## src/logic/uart_net_defs.svh

```systemverilog
// Register map, field positions, reset values and interrupt codes of the UART network block
`ifndef UART_NET_DEFS_SVH
`define UART_NET_DEFS_SVH

// ==========================================================
// Register byte addresses
`define ADDR_MODEM_STATUS   32'hFFFF0718
`define ADDR_SCRATCH        32'hFFFF071C
`define ADDR_NET_ENABLE     32'hFFFF0720
`define ADDR_NET_IDENT      32'hFFFF0724
`define ADDR_NODE_ADDRESS   32'hFFFF0728
`define ADDR_FRAC_DIVIDER   32'hFFFF072C

// ==========================================================
// Reset values
`define RST_SCRATCH         8'h00
`define RST_NET_ENABLE      8'h04
`define RST_NODE_ADDRESS    8'hAA
`define RST_FRAC_DIVIDER    16'h0000

// ==========================================================
// Network enable fields
`define NE_MODE_ON          7
`define NE_TX9_EN           6
`define NE_RX9_EN           5
`define NE_IRQ_EN           4
`define NE_WORD9_SEL        3
`define NE_DRIVER_EN        2
`define NE_IRQ_POL          1
`define NE_SEND_ADDR        0

// ==========================================================
// Fractional divider fields
`define FD_ENABLE           15
`define FD_M_HI             12
`define FD_M_LO             11
`define FD_N_HI             10
`define FD_N_LO             0
`define FD_M_ZERO_VALUE     3'h4

// ==========================================================
// Interrupt identification codes
`define IC_LINE_STATUS      3'h3
`define IC_ADDR_MATCH       3'h6
`define IC_RX_FULL          3'h2
`define IC_ADDR_SENT        3'h5
`define IC_TX_EMPTY         3'h1
`define IC_MODEM            3'h0

// ==========================================================
// Bus responses
`define RESP_OKAY           2'h0
`define RESP_SLVERR         2'h2

`endif

```

## src/logic/uart_net_pkg.sv

```systemverilog
// Types shared by the UART network block
package uart_net_pkg;
    typedef logic [7:0] byte_t;
    typedef logic [2:0] irq_code_t;
    typedef enum logic [2:0] {
        SEL_MODEM,
        SEL_SCRATCH,
        SEL_NET_ENABLE,
        SEL_NET_IDENT,
        SEL_NODE_ADDRESS,
        SEL_FRAC_DIVIDER,
        SEL_NONE
    } reg_sel_e;
endpackage : uart_net_pkg

```

## src/logic/uart_net_status.sv

```systemverilog
// Modem status, scratch, fractional divider and network address logic with AXI4-Lite slave
`timescale 1ns/1ps
`default_nettype none
`include "uart_net_defs.svh"

module uart_net_status
    import uart_net_pkg::*;
(
    input  wire logic        REF_CLK,
    input  wire logic        RST,
    input  wire logic [31:0] AWADDR,
    input  wire logic        AWVALID,
    output logic             AWREADY,
    input  wire logic [31:0] WDATA,
    input  wire logic [3:0]  WSTRB,
    input  wire logic        WVALID,
    output logic             WREADY,
    output logic [1:0]       BRESP,
    output logic             BVALID,
    input  wire logic        BREADY,
    input  wire logic [31:0] ARADDR,
    input  wire logic        ARVALID,
    output logic             ARREADY,
    output logic [31:0]      RDATA,
    output logic [1:0]       RRESP,
    output logic             RVALID,
    input  wire logic        RREADY,
    input  wire logic        CARRIER_DETECT_IN,
    input  wire logic        RING_IN,
    input  wire logic        SET_READY_IN,
    input  wire logic        CLEAR_TO_SEND_IN,
    input  wire logic        LOOPBACK_EN,
    input  wire logic        REQ_TO_SEND_OUT,
    input  wire logic        TERM_READY_OUT,
    input  wire logic        AUX1_OUT,
    input  wire logic        AUX2_OUT,
    input  wire logic        TX_SERIAL_DATA,
    input  wire logic        RX_ADDR_VALID,
    input  wire logic [7:0]  RX_ADDR_BYTE,
    input  wire logic        RX_HOLD_READ,
    input  wire logic        TX_HOLD_WRITE,
    input  wire logic        STD_IDENT_READ,
    input  wire logic        LINE_STATUS_READ,
    input  wire logic        LINE_STATUS_EVT,
    input  wire logic        RX_FULL_EVT,
    input  wire logic        TX_EMPTY_EVT,
    input  wire logic        ADDR_SENT_EVT,
    output logic             SERIAL_OUT_O,
    output logic             SERIAL_OUT_OE,
    output logic             PARITY_CHECK_EN,
    output logic             TX_NINE_BIT_EN,
    output logic             RX_NINE_BIT_EN,
    output logic             NINE_BIT_WORD,
    output logic             TX_ADDRESS_MARK,
    output logic             FRAC_DIV_EN,
    output logic [2:0]       FRAC_M,
    output logic [10:0]      FRAC_N,
    output logic             ADDR_MATCH,
    output logic             NET_IRQ
);

    // ==========================================================
    // Helpers
    function automatic reg_sel_e decode(input logic [31:0] a);
        case (a)
            `ADDR_MODEM_STATUS: decode = SEL_MODEM;
            `ADDR_SCRATCH:      decode = SEL_SCRATCH;
            `ADDR_NET_ENABLE:   decode = SEL_NET_ENABLE;
            `ADDR_NET_IDENT:    decode = SEL_NET_IDENT;
            `ADDR_NODE_ADDRESS: decode = SEL_NODE_ADDRESS;
            `ADDR_FRAC_DIVIDER: decode = SEL_FRAC_DIVIDER;
            default:            decode = SEL_NONE;
        endcase
    endfunction : decode

    function automatic byte_t merge(input byte_t old, input byte_t nw, input logic en);
        merge = en ? nw : old;
    endfunction : merge

    // ==========================================================
    // Modem input synchronisers and loopback
    logic [3:0] sync1_q;
    logic [3:0] sync2_q;
    logic [3:0] lines;
    logic [3:0] lines_prev_q;
    logic [3:0] delta_q;
    logic [3:0] delta_d;

    always_ff @(posedge REF_CLK or posedge RST)
    begin
        if (RST)
        begin
            sync1_q <= 4'h0;
            sync2_q <= 4'h0;
        end
        else
        begin
            sync1_q <= {CARRIER_DETECT_IN, RING_IN, SET_READY_IN, CLEAR_TO_SEND_IN};
            sync2_q <= sync1_q;
        end
    end

    // Bit order: carrier, ring, set ready, clear to send
    always_comb
    begin
        if (LOOPBACK_EN)
            lines = {AUX2_OUT, AUX1_OUT, TERM_READY_OUT, REQ_TO_SEND_OUT};
        else
            lines = sync2_q;
    end

    // ==========================================================
    // AXI4-Lite write channel
    logic        aw_have_q, aw_have_d;
    logic [31:0] aw_addr_q, aw_addr_d;
    logic        w_have_q,  w_have_d;
    logic [31:0] w_data_q,  w_data_d;
    logic [3:0]  w_strb_q,  w_strb_d;
    logic        bvalid_q,  bvalid_d;
    logic [1:0]  bresp_q,   bresp_d;
    logic        do_write;
    reg_sel_e    wsel;

    assign AWREADY  = !aw_have_q && !bvalid_q;
    assign WREADY   = !w_have_q && !bvalid_q;
    assign do_write = aw_have_q && w_have_q && !bvalid_q;
    assign wsel     = decode(aw_addr_q);

    always_comb
    begin
        aw_have_d = aw_have_q;
        aw_addr_d = aw_addr_q;
        w_have_d  = w_have_q;
        w_data_d  = w_data_q;
        w_strb_d  = w_strb_q;
        bvalid_d  = bvalid_q;
        bresp_d   = bresp_q;
        if (AWVALID && AWREADY)
        begin
            aw_have_d = 1'b1;
            aw_addr_d = AWADDR;
        end
        if (WVALID && WREADY)
        begin
            w_have_d = 1'b1;
            w_data_d = WDATA;
            w_strb_d = WSTRB;
        end
        if (do_write)
        begin
            aw_have_d = 1'b0;
            w_have_d  = 1'b0;
            bvalid_d  = 1'b1;
            bresp_d   = (wsel == SEL_NONE) ? `RESP_SLVERR : `RESP_OKAY;
        end
        if (bvalid_q && BREADY)
            bvalid_d = 1'b0;
    end

    always_ff @(posedge REF_CLK or posedge RST)
    begin
        if (RST)
        begin
            aw_have_q <= 1'b0;
            aw_addr_q <= 32'h00000000;
            w_have_q  <= 1'b0;
            w_data_q  <= 32'h00000000;
            w_strb_q  <= 4'h0;
            bvalid_q  <= 1'b0;
            bresp_q   <= `RESP_OKAY;
        end
        else
        begin
            aw_have_q <= aw_have_d;
            aw_addr_q <= aw_addr_d;
            w_have_q  <= w_have_d;
            w_data_q  <= w_data_d;
            w_strb_q  <= w_strb_d;
            bvalid_q  <= bvalid_d;
            bresp_q   <= bresp_d;
        end
    end

    assign BVALID = bvalid_q;
    assign BRESP  = bresp_q;

    // ==========================================================
    // Software registers
    byte_t       scratch_q,   scratch_d;
    byte_t       net_en_q,    net_en_d;
    byte_t       node_addr_q, node_addr_d;
    logic [15:0] frac_q,      frac_d;

    always_comb
    begin
        scratch_d   = scratch_q;
        net_en_d    = net_en_q;
        node_addr_d = node_addr_q;
        frac_d      = frac_q;
        if (do_write)
        begin
            case (wsel)
                SEL_SCRATCH:      scratch_d   = merge(scratch_q, w_data_q[7:0], w_strb_q[0]);
                SEL_NET_ENABLE:   net_en_d    = merge(net_en_q, w_data_q[7:0], w_strb_q[0]);
                SEL_NODE_ADDRESS: node_addr_d = merge(node_addr_q, w_data_q[7:0], w_strb_q[0]);
                SEL_FRAC_DIVIDER:
                begin
                    frac_d[7:0]  = merge(frac_q[7:0], w_data_q[7:0], w_strb_q[0]);
                    frac_d[15:8] = merge(frac_q[15:8], w_data_q[15:8], w_strb_q[1]);
                end
                default: ;
            endcase
        end
    end

    always_ff @(posedge REF_CLK or posedge RST)
    begin
        if (RST)
        begin
            scratch_q   <= `RST_SCRATCH;
            net_en_q    <= `RST_NET_ENABLE;
            node_addr_q <= `RST_NODE_ADDRESS;
            frac_q      <= `RST_FRAC_DIVIDER;
        end
        else
        begin
            scratch_q   <= scratch_d;
            net_en_q    <= net_en_d;
            node_addr_q <= node_addr_d;
            frac_q      <= frac_d;
        end
    end

    // ==========================================================
    // AXI4-Lite read channel
    logic        rvalid_q, rvalid_d;
    logic [31:0] rdata_q,  rdata_d;
    logic [1:0]  rresp_q,  rresp_d;
    logic        rd_take;
    logic        modem_read;
    reg_sel_e    rsel;
    byte_t       ident;

    assign ARREADY    = !rvalid_q;
    assign rd_take    = ARVALID && ARREADY;
    assign rsel       = decode(ARADDR);
    assign modem_read = rd_take && (rsel == SEL_MODEM);

    always_comb
    begin
        rvalid_d = rvalid_q;
        rdata_d  = rdata_q;
        rresp_d  = rresp_q;
        if (rd_take)
        begin
            rvalid_d = 1'b1;
            rresp_d  = `RESP_OKAY;
            case (rsel)
                SEL_MODEM:        rdata_d = {24'h000000, lines, delta_q};
                SEL_SCRATCH:      rdata_d = {24'h000000, scratch_q};
                SEL_NET_ENABLE:   rdata_d = {24'h000000, net_en_q};
                SEL_NET_IDENT:    rdata_d = {24'h000000, ident};
                SEL_NODE_ADDRESS: rdata_d = {24'h000000, node_addr_q};
                SEL_FRAC_DIVIDER: rdata_d = {16'h0000, frac_q};
                default:
                begin
                    rdata_d = 32'h00000000;
                    rresp_d = `RESP_SLVERR;
                end
            endcase
        end
        else if (rvalid_q && RREADY)
            rvalid_d = 1'b0;
    end

    always_ff @(posedge REF_CLK or posedge RST)
    begin
        if (RST)
        begin
            rvalid_q <= 1'b0;
            rdata_q  <= 32'h00000000;
            rresp_q  <= `RESP_OKAY;
        end
        else
        begin
            rvalid_q <= rvalid_d;
            rdata_q  <= rdata_d;
            rresp_q  <= rresp_d;
        end
    end

    assign RVALID = rvalid_q;
    assign RDATA  = rdata_q;
    assign RRESP  = rresp_q;

    // ==========================================================
    // Delta flags and pending interrupt sources
    logic      mode_on;
    logic      addr_hit;
    logic      line_q,  line_d;
    logic      rxf_q,   rxf_d;
    logic      txe_q,   txe_d;
    logic      match_q, match_d;
    logic      sent_q,  sent_d;
    logic      pending;
    irq_code_t code;

    assign mode_on  = net_en_q[`NE_MODE_ON];
    assign addr_hit = RX_ADDR_VALID && mode_on && net_en_q[`NE_RX9_EN]
                      && (RX_ADDR_BYTE == node_addr_q);

    always_comb
    begin
        delta_d[3] = (delta_q[3] && !modem_read) || (lines[3] != lines_prev_q[3]);
        delta_d[2] = (delta_q[2] && !modem_read) || (lines[2] && !lines_prev_q[2]);
        delta_d[1] = (delta_q[1] && !modem_read) || (lines[1] != lines_prev_q[1]);
        delta_d[0] = (delta_q[0] && !modem_read) || (lines[0] != lines_prev_q[0]);
        line_d  = (line_q && !LINE_STATUS_READ) || LINE_STATUS_EVT;
        rxf_d   = (rxf_q && !RX_HOLD_READ) || RX_FULL_EVT;
        txe_d   = (txe_q && !(TX_HOLD_WRITE || STD_IDENT_READ)) || TX_EMPTY_EVT;
        match_d = (match_q && !RX_HOLD_READ) || addr_hit;
        sent_d  = (sent_q && !(TX_HOLD_WRITE || STD_IDENT_READ))
                  || (ADDR_SENT_EVT && mode_on);
    end

    always_ff @(posedge REF_CLK or posedge RST)
    begin
        if (RST)
        begin
            lines_prev_q <= 4'h0;
            delta_q      <= 4'h0;
            line_q       <= 1'b0;
            rxf_q        <= 1'b0;
            txe_q        <= 1'b0;
            match_q      <= 1'b0;
            sent_q       <= 1'b0;
        end
        else
        begin
            lines_prev_q <= lines;
            delta_q      <= delta_d;
            line_q       <= line_d;
            rxf_q        <= rxf_d;
            txe_q        <= txe_d;
            match_q      <= match_d;
            sent_q       <= sent_d;
        end
    end

    // ==========================================================
    // Priority encoder and identification value
    always_comb
    begin
        pending = 1'b1;
        if (line_q)
            code = `IC_LINE_STATUS;
        else if (match_q)
            code = `IC_ADDR_MATCH;
        else if (rxf_q)
            code = `IC_RX_FULL;
        else if (sent_q)
            code = `IC_ADDR_SENT;
        else if (txe_q)
            code = `IC_TX_EMPTY;
        else
        begin
            code    = `IC_MODEM;
            pending = |delta_q;
        end
    end

    assign ident = {4'h0, code, !pending};

    // ==========================================================
    // Outputs toward transmitter, receiver, baud generator and pin
    logic serial_q, serial_d;
    logic irq_q,    irq_d;
    logic amatch_q, amatch_d;

    always_comb
    begin
        serial_d = LOOPBACK_EN ? 1'b1 : TX_SERIAL_DATA;
        irq_d    = (mode_on && net_en_q[`NE_IRQ_EN] && pending)
                   == net_en_q[`NE_IRQ_POL];
        amatch_d = addr_hit;
    end

    always_ff @(posedge REF_CLK or posedge RST)
    begin
        if (RST)
        begin
            serial_q <= 1'b1;
            irq_q    <= 1'b1;
            amatch_q <= 1'b0;
        end
        else
        begin
            serial_q <= serial_d;
            irq_q    <= irq_d;
            amatch_q <= amatch_d;
        end
    end

    assign SERIAL_OUT_O    = serial_q;
    assign SERIAL_OUT_OE   = net_en_q[`NE_DRIVER_EN];
    assign NET_IRQ         = irq_q;
    assign ADDR_MATCH      = amatch_q;
    assign PARITY_CHECK_EN = !mode_on;
    assign TX_NINE_BIT_EN  = mode_on && net_en_q[`NE_TX9_EN];
    assign RX_NINE_BIT_EN  = mode_on && net_en_q[`NE_RX9_EN];
    assign NINE_BIT_WORD   = net_en_q[`NE_WORD9_SEL];
    assign TX_ADDRESS_MARK = mode_on && (scratch_q[0] || net_en_q[`NE_SEND_ADDR]);
    assign FRAC_DIV_EN     = frac_q[`FD_ENABLE];
    assign FRAC_M          = (frac_q[`FD_M_HI:`FD_M_LO] == 2'h0) ? `FD_M_ZERO_VALUE
                             : {1'b0, frac_q[`FD_M_HI:`FD_M_LO]};
    assign FRAC_N          = frac_q[`FD_N_HI:`FD_N_LO];
endmodule : uart_net_status
`default_nettype wire

```

## config.mk

```make
export PLATFORM = sky130hd
export DESIGN_NAME = uart_net_status
export DESIGN_NICKNAME = d
export VERILOG_FILES = /design/src/logic/uart_net_pkg.sv /design/src/logic/uart_net_status.sv
export VERILOG_INCLUDE_DIRS = /design/src /design/src/logic
export SDC_FILE = /design/constraint.sdc
export NUM_CORES = 1
export LEC_CHECK = 0
export ABC_AREA = 1
export BUFFER_PORTS_ARGS = -buffer_cell sky130_fd_sc_hd__buf_2
export CORE_ASPECT_RATIO = 0.8
export CORE_MARGIN = 3
export CORE_UTILIZATION = 32
export CTS_CLUSTER_DIAMETER = 150
export DETAILED_ROUTE_END_ITERATION = 12
export PLACE_DENSITY = 0.5
export SKIP_LAST_GASP = 1
export SLEW_MARGIN = 20
export SYNTH_ARGS = -nofsm -noshare
export SYNTH_HDL_FRONTEND = slang
export SYNTH_SLANG_ARGS = --single-unit
```

## constraint.sdc

```tcl
create_clock -name REF_CLK -period 5 [get_ports REF_CLK]
set_input_delay 0.25 -clock REF_CLK [delete_from_list [all_inputs] [get_ports REF_CLK]]
set_output_delay 0.25 -clock REF_CLK [all_outputs]
set_load 0.1 [all_outputs]
```

-- Yosys cells after proc, flatten, opt, wreduce, memory -nomap -nowiden
Cells that the tools add are included.
- flip-flop bits (word level): 154
- bits of input ports: 134
- output and inout bits: 65
- logic and storage cells: 144
- equal/unequal tests: 27
- multiplexer cells: 26
- reductions and logical operators: 64
- operators with widths (cell ; count):
    $eq A32 B32 Y1 const B ; 12
    $pmux W16 S6 ; 1
    $pmux W3 S6 ; 2
    $logic_and A1 B1 Y1 ; 29
    $eq A3 B3 Y1 const B ; 5
    $mux W1 ; 15
    $mux W3 ; 5
    $reduce_and A3 Y1 ; 5
    $logic_not A1 Y1 ; 11
    $logic_or A1 B1 Y1 ; 11
    $eq A3 B2 Y1 const B ; 3
    $eq A8 B8 Y1 ; 1
    $reduce_bool A2 Y1 ; 4
    $eq A3 B1 Y1 const B ; 2
    $reduce_or A6 Y1 ; 1
    $mux W2 ; 2
    $mux W4 ; 1
    $reduce_or A4 Y1 ; 1
    $logic_not A3 Y1 ; 1
    $ne A1 B1 Y1 ; 3
    $logic_not A2 Y1 ; 1
    $eq A1 B1 Y1 ; 1

-- Logic depth before layout (Yosys ltp)
- word-level depth: 8
- mapped depth: 17
- gate-level depth less buffers: 17

-- Least setup slack after synthesis
Ideal clock, no wire load.
- kind: reg-to-reg
- start point: register bvalid_q, in the netlist BVALID
- end point: register aw_addr_q[0]
- library setup time: 0.125 ns
- arrival: 3.285 ns
- setup slack: 1.590 ns
- cell stages (with the launch flop): 5
- cells stage by stage: dfrtp_1 nor2_1 nand2_1 clkbuf_1 mux2_2
- longest elaborated chain between the ends: 3
- ends and longest elaborated chain (element ; RTL line ; text):
    start, declared ; uart_net_status.sv:119 ; logic bvalid_q, bvalid_d;
    start signal, assigned ; uart_net_status.sv:179 ; bvalid_q <= bvalid_d;
    $logic_not A1 Y1 ; uart_net_status.sv:124 ; assign AWREADY = !aw_have_q && !bvalid_q;
    $logic_and A1 B1 Y1 ; uart_net_status.sv:124 ;
    named net AWREADY ; uart_net_status.sv:13 ; output logic AWREADY,
    $logic_and A1 B1 Y1 ; uart_net_status.sv:138 ; if (AWVALID && AWREADY)
    end signal, assigned ; uart_net_status.sv:175 ; aw_addr_q <= aw_addr_d;
    end, declared ; uart_net_status.sv:115 ; logic [31:0] aw_addr_q, aw_addr_d;
The timed path passes the listed nets, and every way through them passes these cells.
A chain may end at the register's enable or synchronous reset.

-- Worst setup path in the final report
- start point: register aw_addr_q[6]
- end point: register frac_q[9]
- longest elaborated chain between the ends: 4
- elaborated cells between the ends (all ways): 9
- ends and longest elaborated chain (element ; RTL line ; text):
    $eq A32 B32 Y1 ; uart_net_status.sv:65 ; case (a)
    $pmux W3 S6 * ; uart_net_status.sv:65 ;
    $eq A3 B3 Y1 * ; uart_net_status.sv:202 ; case (wsel)
    $reduce_and A3 Y1 (no line) * ; -- ;
    end signal, assigned ; uart_net_status.sv:223 ; frac_q <= `RST_FRAC_DIVIDER;
    end signal, assigned ; uart_net_status.sv:230 ; frac_q <= frac_d;
    end, declared ; uart_net_status.sv:192 ; logic [15:0] frac_q, frac_d;
Mark *: on every way between the ends. The rest lies on a longest branch, timed or not.

==> results_tabular.tex <==
\begin{tabular}{lr}
\hline
Metric & Value \\
\hline
\multicolumn{2}{l}{\textbf{Timing}} \\
Slew at the pin with the worst max-slew slack & 0.835 ns \\
Endpoints failing hold & 0 \\
Maximum clock skew at final layout & 0.00820 ns \\
Final min period & between 2 and 2.5 ns \\
Worst slew margin & 0.443 \\
Setup-failing EPs final & 0 \\
Achievable frequency & 452 MHz \\
RSZ-0062 raised after global routing & no \\
Fraction of the cycle the final worst path needs & 0.442 \\
Fin. max-slew vios & 0 \\
Hold slack & 0.0150 ns \\
Final setup TNS & 0 ns \\
\multicolumn{2}{l}{\textbf{Floorplanning}} \\
Die span in y & 132 um \\
Placement Rows & 45 \\
Die area & 21500 sq um \\
Total core area & 19100 sq um \\
Boundary pin count & 199 \\
Horizontal die dimension & 163 um \\
Starting Density & 0.330 \\
\multicolumn{2}{l}{\textbf{Clock network}} \\
Number of clock buffers inserted by TritonCTS & 17 \\
Number of cells upsized or downsized after cts & 0 \\
Clock latency of the later-clocked register in the worst-skew pair & 0.42 ns \\
Number of H-tree branching levels & 4 \\
Clock-pin slew on the worst setup and hold paths & 0.06 ns \\
CTS tree & built \\
Buffer levels on the longest clock path & 2 \\
Clock Tree Root & sky130\_fd\_sc\_hd\_\_clkbuf\_16 \\
Num Clock Sinks & 136 \\
\multicolumn{2}{l}{\textbf{Global route}} \\
Global-route wire length before repair & 25200 um \\
Total global routing track utilization & 0.149 \\
Initial antenna violation count & 2 \\
Largest net degree at the start of global routing & 92 \\
GRT overflow & 0 \\
Number of global-route vias before repair & 4799 \\
\multicolumn{2}{l}{\textbf{Flow run}} \\
Max-capacitance violation count & 0 \\
\multicolumn{2}{l}{\textbf{Placement}} \\
GP Congestion & around 0.8 \\
Number of input and output port buffers inserted & 162 \\
Placed Area & 7210 sq um \\
DPL Wire Length & 11600 um \\
\multicolumn{2}{l}{\textbf{Finish}} \\
Post-Layout Inst Area & 7920 sq um \\
Fraction of final layout cells sized beyond drive strength 1 & 0.297 \\
Number of fill cells in the layout & 1995 \\
Net count of the finished layout & between 900 and 1000 \\
Area Overhead vs Synth & 25.4\% \\
\multicolumn{2}{l}{\textbf{Power and ir drop}} \\
Sw Ratio & 0.316 \\
Power share of the clock group & 0.385 \\
Int Power & 2.45 mW \\
Switching power & 1.13 mW \\
PwrDens & about 450 nW/um\^{}2 \\
Power share of the combinational group & 0.221 \\
Overall power consumption & 3.59 mW \\
Maximum VDD drop & 0.328 mV \\
Seq pwr share & 0.394 \\
Leakage component of the power & a little over 4 nW \\
\multicolumn{2}{l}{\textbf{Route}} \\
Sum of routed wire length over all layers & between 15000 and 20000 um \\
Post-route DRC & 0 \\
Initial DRC count & 202 \\
Average detailed-routed wire length per instance & between 10 and 15 um \\
Via density & 4.36 \\
Number of iterations in the first detailed-routing pass & 4 \\
Overall via count from detail\_route & just under 5000 \\
Count of nets left with antenna violations after detail routing & 0 \\
\multicolumn{2}{l}{\textbf{Yosys}} \\
Post-synthesis sequential area ratio & 0.540 \\
Synth Cell Area & 6320 sq um \\
Synth Warn \# & 0 \\
Fraction of synthesis flops using an asynchronous set or reset pin & 1.00 \\
EDFF count, synth & 0 \\
Post-synthesis register bit count & 136 \\
Yosys cell types & 41 \\
Most area-consuming cells after synthesis & sky130\_fd\_sc\_hd\_\_dfrtp\_1, sky130\_fd\_sc\_hd\_\_nand2\_1, sky130\_fd\_sc\_hd\_\_nor2\_1 \\
Dominant register cell in the synthesized netlist & sky130\_fd\_sc\_hd\_\_dfrtp\_1 \\
Yosys top cell by area & sky130\_fd\_sc\_hd\_\_dfrtp\_1 \\
Gate count of the mapped netlist & 703 \\
Mean Syn Cell Area & 8.98 sq um \\
Fraction of post-synthesis cell area in the top cell type by area & 0.511 \\
\multicolumn{2}{l}{\textbf{Setup path}} \\
Data arrival at the endpoint of the critical path & 2.50 ns \\
Reg-to-reg setup timing slack & 2.79 ns \\
Category of the worst setup path capture point & flop \\
Crit Path Max Fanout & 16 \\
Terminus of the critical flop-to-flop path & frac\_q[9] \\
Critical path class & flop to flop \\
Worst endpoint required time & $\sim$5.3 ns \\
Beginning of the critical path & aw\_addr\_q[6] \\
End of the critical path & frac\_q[9] \\
Length in cells of the worst reg-to-reg path & 8 \\
Critical Path Source Type & flop \\
Reg2reg start & aw\_addr\_q[6] \\
\multicolumn{2}{l}{\textbf{Hold path}} \\
Kind of path behind the tightest hold check & input port to asynchronous set/reset pin \\
\multicolumn{2}{l}{\textbf{Run status}} \\
Outcome & completed \\
\hline
\end{tabular}
[cells in the mapped netlist (6+ instances only)]
| cell | instances |
|---|---|
| sky130_fd_sc_hd__buf_6 | 6 |
| sky130_fd_sc_hd__nand3_1 | 32 |
| sky130_fd_sc_hd__clkbuf_1 | 9 |
| sky130_fd_sc_hd__nand2_1 | 166 |
| sky130_fd_sc_hd__dfrtp_1 | 129 |
| sky130_fd_sc_hd__nor3_1 | 8 |
| sky130_fd_sc_hd__nor2_1 | 71 |
| sky130_fd_sc_hd__mux2_2 | 22 |
| sky130_fd_sc_hd__o21ai_0 | 49 |
| sky130_fd_sc_hd__a21oi_1 | 30 |
| sky130_fd_sc_hd__nand4_1 | 12 |
| sky130_fd_sc_hd__nand3_2 | 6 |
| sky130_fd_sc_hd__inv_1 | 67 |
| sky130_fd_sc_hd__buf_4 | 29 |
| sky130_fd_sc_hd__o21ai_2 | 8 |
| sky130_fd_sc_hd__dfstp_2 | 7 |
[cell usage in the layout (no fill, tap or decap), drive strengths merged, types with 2 or more instances in the layout]
cell type | netlist | final
nand3 | 38 | 38
xor2 | 4 | 4
a21o | 3 | 3
buf | 38 | 166
bufinv | 0 | 5
xnor2 | 3 | 3
a21oi | 32 | 32
clkinv | 1 | 6
or2 | 4 | 4
mux2 | 22 | 22
nor2 | 77 | 77
o21ai | 62 | 62
inv | 69 | 71
dfstp | 7 | 7
nor4 | 2 | 2
o22ai | 2 | 2
nor3 | 10 | 10
o21bai | 3 | 3
dfrtp | 129 | 129
conb | 1 | 18
nand4 | 13 | 13
dlygate4sd3 | 0 | 5
ha | 2 | 2
clkbuf | 9 | 19
nand2 | 168 | 168
[cell type report]
cell class | count | area, sq um | area share
antenna | 1 | 2.50 | 0.000316
sequential | 136 | 3410 | 0.431
tap | 258 | 323 | 0.0408
clock buffer | 19 | 433 | 0.0547
clock inverter | 13 | 219 | 0.0277
multi-input combinational | 467 | 2370 | 0.299
timing repair buffer | 171 | 891 | 0.112
inverter | 70 | 268 | 0.0338
[metal layers]
layer  routed length [um]  global-route usage  up-vias
met1                 7680               0.218     2241
met3                 1550              0.0665       13
met5                    7                   0        -
met2                 6340               0.202      148
li1                     -                   -     2546
met4                  116              0.0324        2
[state kept, by name, summed over array words and instances, names as in the netlist, 2 cells and up]
| signal | count |
|---|---|
| aw_addr_q | 32 |
| sync2_q | 4 |
| w_data_q | 16 |
| scratch_q | 8 |
| net_en_q | 8 |
| frac_q | 16 |
| sync1_q | 4 |
| w_strb_q | 2 |
| RDATA | 16 |
| node_addr_q | 8 |
| delta_q | 4 |
| lines_prev_q | 4 |
[metrics by stage]
step | util | setup slack, ns | std cells
CTS | 0.414 | 2.78 | 1134
global placement | 0.377 | 2.61 | 1097
finish | 0.414 | 2.79 | 1135
global route | 0.414 | 2.55 | 1135
floorplan | - | 1.12 | 720
detailed placement | 0.377 | 2.61 | 1097
[power groups by stage]
stage	clock network [mW]	logic, mW	registers, mW
finish	1.38	0.793	1.41
global route	1.46	0.888	1.44
CTS	1.41	0.807	1.41
detailed placement	0	0.803	1.43
global placement	0	0.798	1.43
floorplan	0	0.557	1.49
[critical path: stages, from the launching register on]
cell,delay (ns)
sky130_fd_sc_hd__dfrtp_1,0.35
sky130_fd_sc_hd__inv_1,0.07
sky130_fd_sc_hd__nand2_1,0.07
sky130_fd_sc_hd__nor3_1,0.39
sky130_fd_sc_hd__nand2_1,0.10
sky130_fd_sc_hd__nor2_1,0.32
sky130_fd_sc_hd__nand4_2,0.49
sky130_fd_sc_hd__nand2_1,0.22
sky130_fd_sc_hd__o21ai_2,0.07
[how the worst min path moves through the flow]
stage / end / slack, ns / cells past startpoint
2_1_floorplan: sync1_q[0] / 0.28 / 0
3_3_place_gp: sync2_q[2] / 0.33 / 0
3_5_place_dp: sync2_q[2] / 0.34 / 0
4_1_cts: SERIAL_OUT_O / 0.006 / 2
5_1_grt: SERIAL_OUT_O / 0.03 / 2
6_report: w_data_q[11] / 0.01 / 2
[kinds of logic after synthesis]
logic type	Yosys count	share of synthesized area
simple gates	313	0.217
flops	136	0.540
buf+inv	117	0.0945
compound gates	105	0.0947
mux	22	0.0392
xor+xnor	7	0.00971
fa+ha+maj	2	0.00396
other cells	1	0.000594
[what timing repair did]
item / 4_1_cts / 5_1_grt
hold buffers: 5 / 0
buffers inserted: 0 / 0
hold endpoints to repair: 5 / 0
(Power assumes the default switching activity.)
